$ cat src/design/ebac_pkg.sv
package ebac_pkg;
  // I/O-space register selects, three locations
  localparam logic [1:0] ADDR_SEL = 2'h0;
  localparam logic [1:0] DATA_SEL = 2'h1;
  localparam logic [1:0] CTRL_SEL = 2'h2;
  // Control field positions
  localparam int ARM_POS = 2;
  localparam int WSTB_POS = 1;
  localparam int RSTB_POS = 0;
  // Reset values
  localparam logic [6:0] ADDR_RST = 7'h00;
  localparam logic [7:0] DATA_RST = 8'h00;
  // Array geometry
  localparam int ARRAY_DEPTH = 128;
  // Timing
  localparam int CLK_MHZ = 100;
  localparam int ARM_CYCLES = 4;
  localparam logic [2:0] WR_STALL = 3'h2;
  localparam logic [2:0] RD_STALL = 3'h4;
  localparam int WRITE_TIME_US = 2500;
  localparam int WRITE_CYCLES = WRITE_TIME_US * CLK_MHZ;
  // Access sequencer states
  typedef enum logic [1:0] {EB_IDLE, EB_WRITING} ebac_state_t;
endpackage : ebac_pkg

$ cat src/design/ebac_ctrl.sv
`timescale 1ns/1ps
// What this block does
// - Seven-bit address picks one of 128 bytes
// - Address bit seven reads as zero
// - Control bits seven to three read zero
// - Data register feeds writes, receives reads
// - Arm bit clears itself four cycles later
// - Write strobe starts write only when armed
// - Arm accepted only with strobe written zero
// - Write strobe stays set until write time ends
// - Write start stalls CPU two cycles
// - Read strobe fetches byte, stalls four cycles
// - Read finishes within one instruction
// - Address or data change aborts write
// - Registers sit in CPU I/O space
module ebac_ctrl #(
  parameter int WRITE_CYCLES = ebac_pkg::WRITE_CYCLES
) (
  // Clock and reset
  input wire logic ref_clk,
  input wire logic arst_n,
  // CPU I/O-space access
  input wire logic io_sel,
  input wire logic [1:0] io_addr,
  input wire logic io_wr,
  input wire logic io_rd,
  input wire logic [7:0] io_wdata,
  output logic [7:0] io_rdata_ff,
  // CPU halt request
  output logic cpu_stall_ff,
  // Status of last write
  output logic write_aborted_ff
);
  localparam int CW = $clog2(WRITE_CYCLES + 1);

  logic [6:0] addr_ff;
  logic [7:0] data_ff;
  logic arm_ff;
  logic wstb_ff;
  logic [2:0] arm_cnt_ff;
  logic [CW-1:0] wcnt_ff;
  logic [2:0] stall_cnt_ff;
  logic [7:0] mem_ff [ebac_pkg::ARRAY_DEPTH];
  ebac_pkg::ebac_state_t state_ff;

  // Register decode
  wire wr_addr = io_sel && io_wr && (io_addr == ebac_pkg::ADDR_SEL);
  wire wr_data = io_sel && io_wr && (io_addr == ebac_pkg::DATA_SEL);
  wire wr_ctrl = io_sel && io_wr && (io_addr == ebac_pkg::CTRL_SEL);
  wire rd_any = io_sel && io_rd;
  wire set_arm = wr_ctrl && io_wdata[ebac_pkg::ARM_POS]
    && !io_wdata[ebac_pkg::WSTB_POS];
  wire idle = (state_ff == ebac_pkg::EB_IDLE);
  wire start_wr = wr_ctrl && io_wdata[ebac_pkg::WSTB_POS] && arm_ff && idle;
  // A read during a write would race the array, so its strobe is ignored unless idle
  wire start_rd = wr_ctrl && io_wdata[ebac_pkg::RSTB_POS] && idle && !start_wr;
  wire abort_wr = !idle && (wr_addr || wr_data);
  wire wr_done = !idle && (wcnt_ff == CW'(1));
  wire [7:0] ctrl_view = {5'h00, arm_ff, wstb_ff, 1'b0};
  wire [7:0] addr_view = {1'b0, addr_ff};
  wire [7:0] rd_mux = (io_addr == ebac_pkg::ADDR_SEL) ? addr_view :
                      (io_addr == ebac_pkg::DATA_SEL) ? data_ff :
                      (io_addr == ebac_pkg::CTRL_SEL) ? ctrl_view : 8'h00;

  // Next address and data; a read loads data in the strobe cycle
  // A fetch never meets a data write: both come through one access port
  wire [6:0] nxt_addr = wr_addr ? io_wdata[6:0] : addr_ff;
  wire [7:0] rd_byte = mem_ff[addr_ff];
  wire [7:0] nxt_data = wr_data ? io_wdata :
                        start_rd ? rd_byte : data_ff;

  // Address and data registers
  always_ff @(posedge ref_clk or negedge arst_n) begin
    if (!arst_n) begin
      addr_ff <= ebac_pkg::ADDR_RST;
      data_ff <= ebac_pkg::DATA_RST;
    end else begin
      addr_ff <= nxt_addr;
      data_ff <= nxt_data;
    end
  end

  // Arm lifetime; a fresh arm reloads the full window
  // Usable at the four edges after it is taken, refused from the fifth on
  wire arm_last = arm_ff && (arm_cnt_ff == 3'h1);
  wire nxt_arm = set_arm ? 1'b1 : (arm_last ? 1'b0 : arm_ff);
  wire [2:0] nxt_arm_cnt = set_arm ? 3'(ebac_pkg::ARM_CYCLES) :
                           arm_ff ? arm_cnt_ff - 3'h1 : arm_cnt_ff;

  // Arm bit and its down-counter
  always_ff @(posedge ref_clk or negedge arst_n) begin
    if (!arst_n) begin
      arm_ff <= 1'b0;
      arm_cnt_ff <= 3'h0;
    end else begin
      arm_ff <= nxt_arm;
      arm_cnt_ff <= nxt_arm_cnt;
    end
  end

  // Sequencer state decode
  ebac_pkg::ebac_state_t nxt_state;
  always_comb begin
    nxt_state = state_ff;
    case (state_ff)
      ebac_pkg::EB_IDLE: begin
        if (start_wr) nxt_state = ebac_pkg::EB_WRITING;
      end
      ebac_pkg::EB_WRITING: begin
        if (wr_done) nxt_state = ebac_pkg::EB_IDLE;
      end
      default: nxt_state = ebac_pkg::EB_IDLE;
    endcase
  end

  // Write timer, strobe and abort status
  // Counter is a parameter so a model can cut the millisecond write time
  wire [CW-1:0] nxt_wcnt = start_wr ? CW'(WRITE_CYCLES) :
                           !idle ? wcnt_ff - CW'(1) : wcnt_ff;
  wire nxt_wstb = start_wr ? 1'b1 : (wr_done ? 1'b0 : wstb_ff);
  // Status clears only at a new start or reset, so write_aborted_ff holds it afterwards
  wire nxt_aborted = start_wr ? 1'b0 :
                     (abort_wr ? 1'b1 : write_aborted_ff);

  // Self-timed write sequencer
  always_ff @(posedge ref_clk or negedge arst_n) begin
    if (!arst_n) begin
      state_ff <= ebac_pkg::EB_IDLE;
      wstb_ff <= 1'b0;
      wcnt_ff <= '0;
      write_aborted_ff <= 1'b0;
    end else begin
      state_ff <= nxt_state;
      wstb_ff <= nxt_wstb;
      wcnt_ff <= nxt_wcnt;
      write_aborted_ff <= nxt_aborted;
    end
  end

  // Commit only clean writes; an aborted write leaves the old byte
  // Abort in the last cycle is caught too, so no half-updated byte lands
  wire commit = wr_done && !write_aborted_ff && !abort_wr;

  // Array storage, not reset: contents survive a reset like the real cells
  always_ff @(posedge ref_clk) begin
    if (commit) mem_ff[addr_ff] <= data_ff;
  end

  // CPU halt length and registered read-back
  // Stall rises in the cycle after the strobe and falls after its count
  wire stall_busy = (stall_cnt_ff != 3'h0);
  wire [2:0] nxt_stall_cnt = start_wr ? ebac_pkg::WR_STALL :
                             start_rd ? ebac_pkg::RD_STALL :
                             stall_busy ? stall_cnt_ff - 3'h1 : stall_cnt_ff;
  wire nxt_stall = start_wr || start_rd || (stall_busy && (stall_cnt_ff != 3'h1));
  wire [7:0] nxt_rdata = rd_any ? rd_mux : io_rdata_ff;

  // Stall counter and read data registers
  always_ff @(posedge ref_clk or negedge arst_n) begin
    if (!arst_n) begin
      stall_cnt_ff <= 3'h0;
      cpu_stall_ff <= 1'b0;
      io_rdata_ff <= 8'h00;
    end else begin
      stall_cnt_ff <= nxt_stall_cnt;
      cpu_stall_ff <= nxt_stall;
      io_rdata_ff <= nxt_rdata;
    end
  end
endmodule : ebac_ctrl

$ cat config.mk
export PLATFORM = sky130hd
export DESIGN_NAME = ebac_ctrl
export DESIGN_NICKNAME = d
export VERILOG_FILES = /design/src/design/ebac_pkg.sv /design/src/design/ebac_ctrl.sv
export SDC_FILE = /design/constraint.sdc
export NUM_CORES = 1
export LEC_CHECK = 0
export ABC_CLOCK_PERIOD_IN_PS = 4790
export BUFFER_PORTS_ARGS = -buffer_cell sky130_fd_sc_hd__buf_2
export CAP_MARGIN = 5
export CORE_MARGIN = 2
export CORE_UTILIZATION = 57
export DETAILED_ROUTE_END_ITERATION = 8
export PLACE_DENSITY = 0.73
export SLEW_MARGIN = 10
export SYNTH_ARGS = -nofsm -noshare
export SYNTH_HDL_FRONTEND = slang
export SYNTH_SLANG_ARGS = --single-unit
$ cat constraint.sdc
create_clock -name ref_clk -period 4.79 [get_ports ref_clk]
set_input_delay 0.958 -clock ref_clk [delete_from_list [all_inputs] [get_ports ref_clk]]
set_output_delay 0.958 -clock ref_clk [all_outputs]
set_load 0.02 [all_outputs]
==> results.md <==
- Status: completed
- Post-Syn Area per Cell: 18.2 sq um
- Max-slew violations: 0
- DR WL/cell: roughly 32 microns
- Initial DRC count: roughly 3300
- HPWL Detailed: approximately 66 mm
- Sequential share of the synthesized area: 0.755
- Critical Path Source Type: register
- Max-cap viol count: 0
- Initial Utilization: 0.573
- Number of global-route vias before repair: approximately 24000
- Crit path to: data_ff[2]
- DRT Pass-1 Iters: 6
- Critical Path RT: approximately 5400 ps
- Setup_tns: 0 ps
- Max-slew headroom: 0.188
- Maximum root-to-sink buffer count: 3
- First-pass GRT wire length: 163 mm
- Worst Max-Slew Pin Slew: 1210 ps
- PD cells: around 500 nW/um^2
- Sinks on Clock Net: 1076
- Crit path launch: addr_ff[0]
- Commonest non-fill, non-tap cell in the layout: edfxtp_1
- Post-layout nets: 2480
- Routed vias: approximately 24000
- Post-synthesis register bit count: ~1100
- Leakage power: between 0.015 and 0.02 uW
- Largest net degree at the start of global routing: just over 90
- DIE HEIGHT: between 200 and 300 microns
- Via density: ~6.8
- Peak supply drop: 337 uV
- Synthesized net count: ~2300
- Num ports: 25
- Share of layout cells above drive strength 1: 0.209
- Number of synthesized flops with an enable pin: slightly above 1000
- Class of the worst hold path: in -> async
- Fin Clk Skew: between 40 and 50 ps
- Final WL: ~110 mm
- Area share of the largest cell type after synthesis: 0.725
- Synth Flop Type: edfxtp_1
- Cells after Synth: about 2300
- Fillers: around 4900
- Post-synth ARST share: 0.0483
- Port Buffers: 24
- Die ar.: approximately 77000 sq um
- Reg2reg start: addr_ff[0]
- Clock root buffer: clkbuf_16
- # rows: 100
- CTS-repair resized insts: 0
- R2R setup slack: about 790 ps
- Die width: roughly 280 microns
- Largest area contributor in the netlist: edfxtp_1
- Initial antenna violation count: 1
- Syn-to-layout area delta: 12.1%
- Setup Viol. Count Final: 0
- Fin crit share: 0.836
- Most frequent cells in the layout: edfxtp_1 (1024), nor2_1 (217), buf_4 (146), mux4_2 (133), a221oi_1 (121)
- FF-to-FF End: data_ff[2]
- CP endpoint kind: register
- Post-synth cell types: 83
- TritonCTS Buffers: ~100
- Setup Buffers After CTS: 0
- Final hold vios: 0
- Antenna Nets Post-Route: 0
- GRT Residual Overflow: 0
- CP arrival: ~4600 ps
- # DRC: 0
- RSZ-0062 raised after global routing: no
- Core Region: around 74000 sq um
- Hold_buf cts: 0
- Crit path max fanout: 42
- Fmax: ~250 MHz
- H-tree Lvls: 3
- Ranking of synthesized cells by area: edfxtp_1 (72%), mux4_2 (7.1%), dfrtp_1 (3.1%)
- RD Place Congestion: ~0.9
- Final core utilization: 0.642
- Clock Latency Late Sink: slightly below 700 ps
- Fin crit period: approximately 4000 ps
- Total track usage: 0.291
- Synth Cell Area: ~42000 sq um
- Ant. Diodes: 0
- CP Class: reg -> reg
- CTS clock-pin slew for the worst setup and hold paths: approximately 70 ps
- CTS tree: yes
- Synthesis warning total: 0
- Cells on worst reg2reg path: 8
[worst min path at each step]
stage / endpoint / depth (start not counted)
2_1_floorplan: wcnt_ff[16] / 1
4_1_cts: arm_cnt_ff[1] / 2
5_1_grt: arm_cnt_ff[1] / 2
6_report: data_ff[6] / 2
3_3_place_gp: io_rdata_ff[7] / 2
3_5_place_dp: wcnt_ff[16] / 1
[area by class of cell]
class,instances,area (sq um),share of cell area
Multi-Input combinational cell,1087,9460,0.199
Clock inverter,75,741,0.0156
Inverter,14,55.1,0.00116
Tap cell,969,1210,0.0255
Clock buffer,119,2700,0.0567
Sequential cell,1076,32100,0.675
Timing Repair Buffer,175,1320,0.0277
[report_power, final]
part	leakage (uW)	total, uW	internal (uW)	switching, uW
Clock	0.00167	8260	4750	3510
Sequential	0.00976	12000	11200	825
Combinational	0.00382	3820	1340	2480
Total	0.0153	24100	17300	6820
[critical path, cell delays in order, from the launching register on]
cell and delay [ps]:
dfrtp_4 780, nor2b_4 1070, buf_4 330, a221oi_1 110, nor2_1 150, a2111oi_0 90
nor4_1 740, a211oi_1 240, a221oi_1 320
[stage by stage]
step / area, sq um / hold WS (ps) / cells / setup slack (ps) / total power, uW
6_report: 47600 / 431 / 3515 / 787 / 24100
5_1_grt: 47600 / 466 / 3515 / 783 / 24700
4_1_cts: 47600 / 426 / 3515 / 918 / 24000
3_5_place_dp: 44100 / 459 / 3321 / 996 / 15900
3_3_place_gp: 44100 / 449 / 3321 / 1100 / 15800
2_1_floorplan: 42400 / 436 / 2327 / 2000 / 14300
[sequential cells by signal, indices dropped and copies added, names as in the netlist]
register	count
io_rdata_ff	8
state_ff	1
stall_cnt_ff	3
addr_ff	7
write_aborted_ff	1
arm_cnt_ff	3
wstb_ff	1
arm_ff	1
data_ff	8
cpu_stall_ff	1
wcnt_ff	18
mem_ff	1024
[cells in the mapped netlist (all sizes together) (5+ instances only)]
cell type and number:
a211oi 7, nor2 219, o21ai 66, mux4 142, a221oi 123, a2111oi 7, dfrtp 52, nand2 102
or3 5, ha 7, a22o 14, nor4 6, nor3 21, inv 14, o221ai 28, nor2b 15
and2 9, o31ai 6, mux2i 85, nand4 5, o211ai 6, mux2 29, buf 103, a21oi 40
o22ai 15, a31oi 10, nand3 15, clkbuf 47, a22oi 24, a221o 19, edfxtp 1024
[kinds of logic after synthesis]
| family | Yosys count | synth area share |
|---|---|---|
| AOI/OAI and AO/OA | 399 | 0.0715 |
| xor gates and xnor gates | 4 | 0.000826 |
| adders and majority gates | 7 | 0.00206 |
| buffers and inverters | 164 | 0.0225 |
| DFF | 1076 | 0.755 |
| muxes | 256 | 0.104 |
| and+or+nand+nor | 421 | 0.0440 |
[routing by layer]
| layer | share of wire | vias up | GRT usage |
|---|---|---|---|
| met5 | 0.000099 | - | 0 |
| met4 | 0.052 | 2 | 0.134 |
| met3 | 0.11 | 325 | 0.0686 |
| met2 | 0.47 | 1679 | 0.450 |
| met1 | 0.37 | 12224 | 0.397 |
| li1 | - | 9805 | - |
Note: power is estimated with default switching activity, not from simulation.
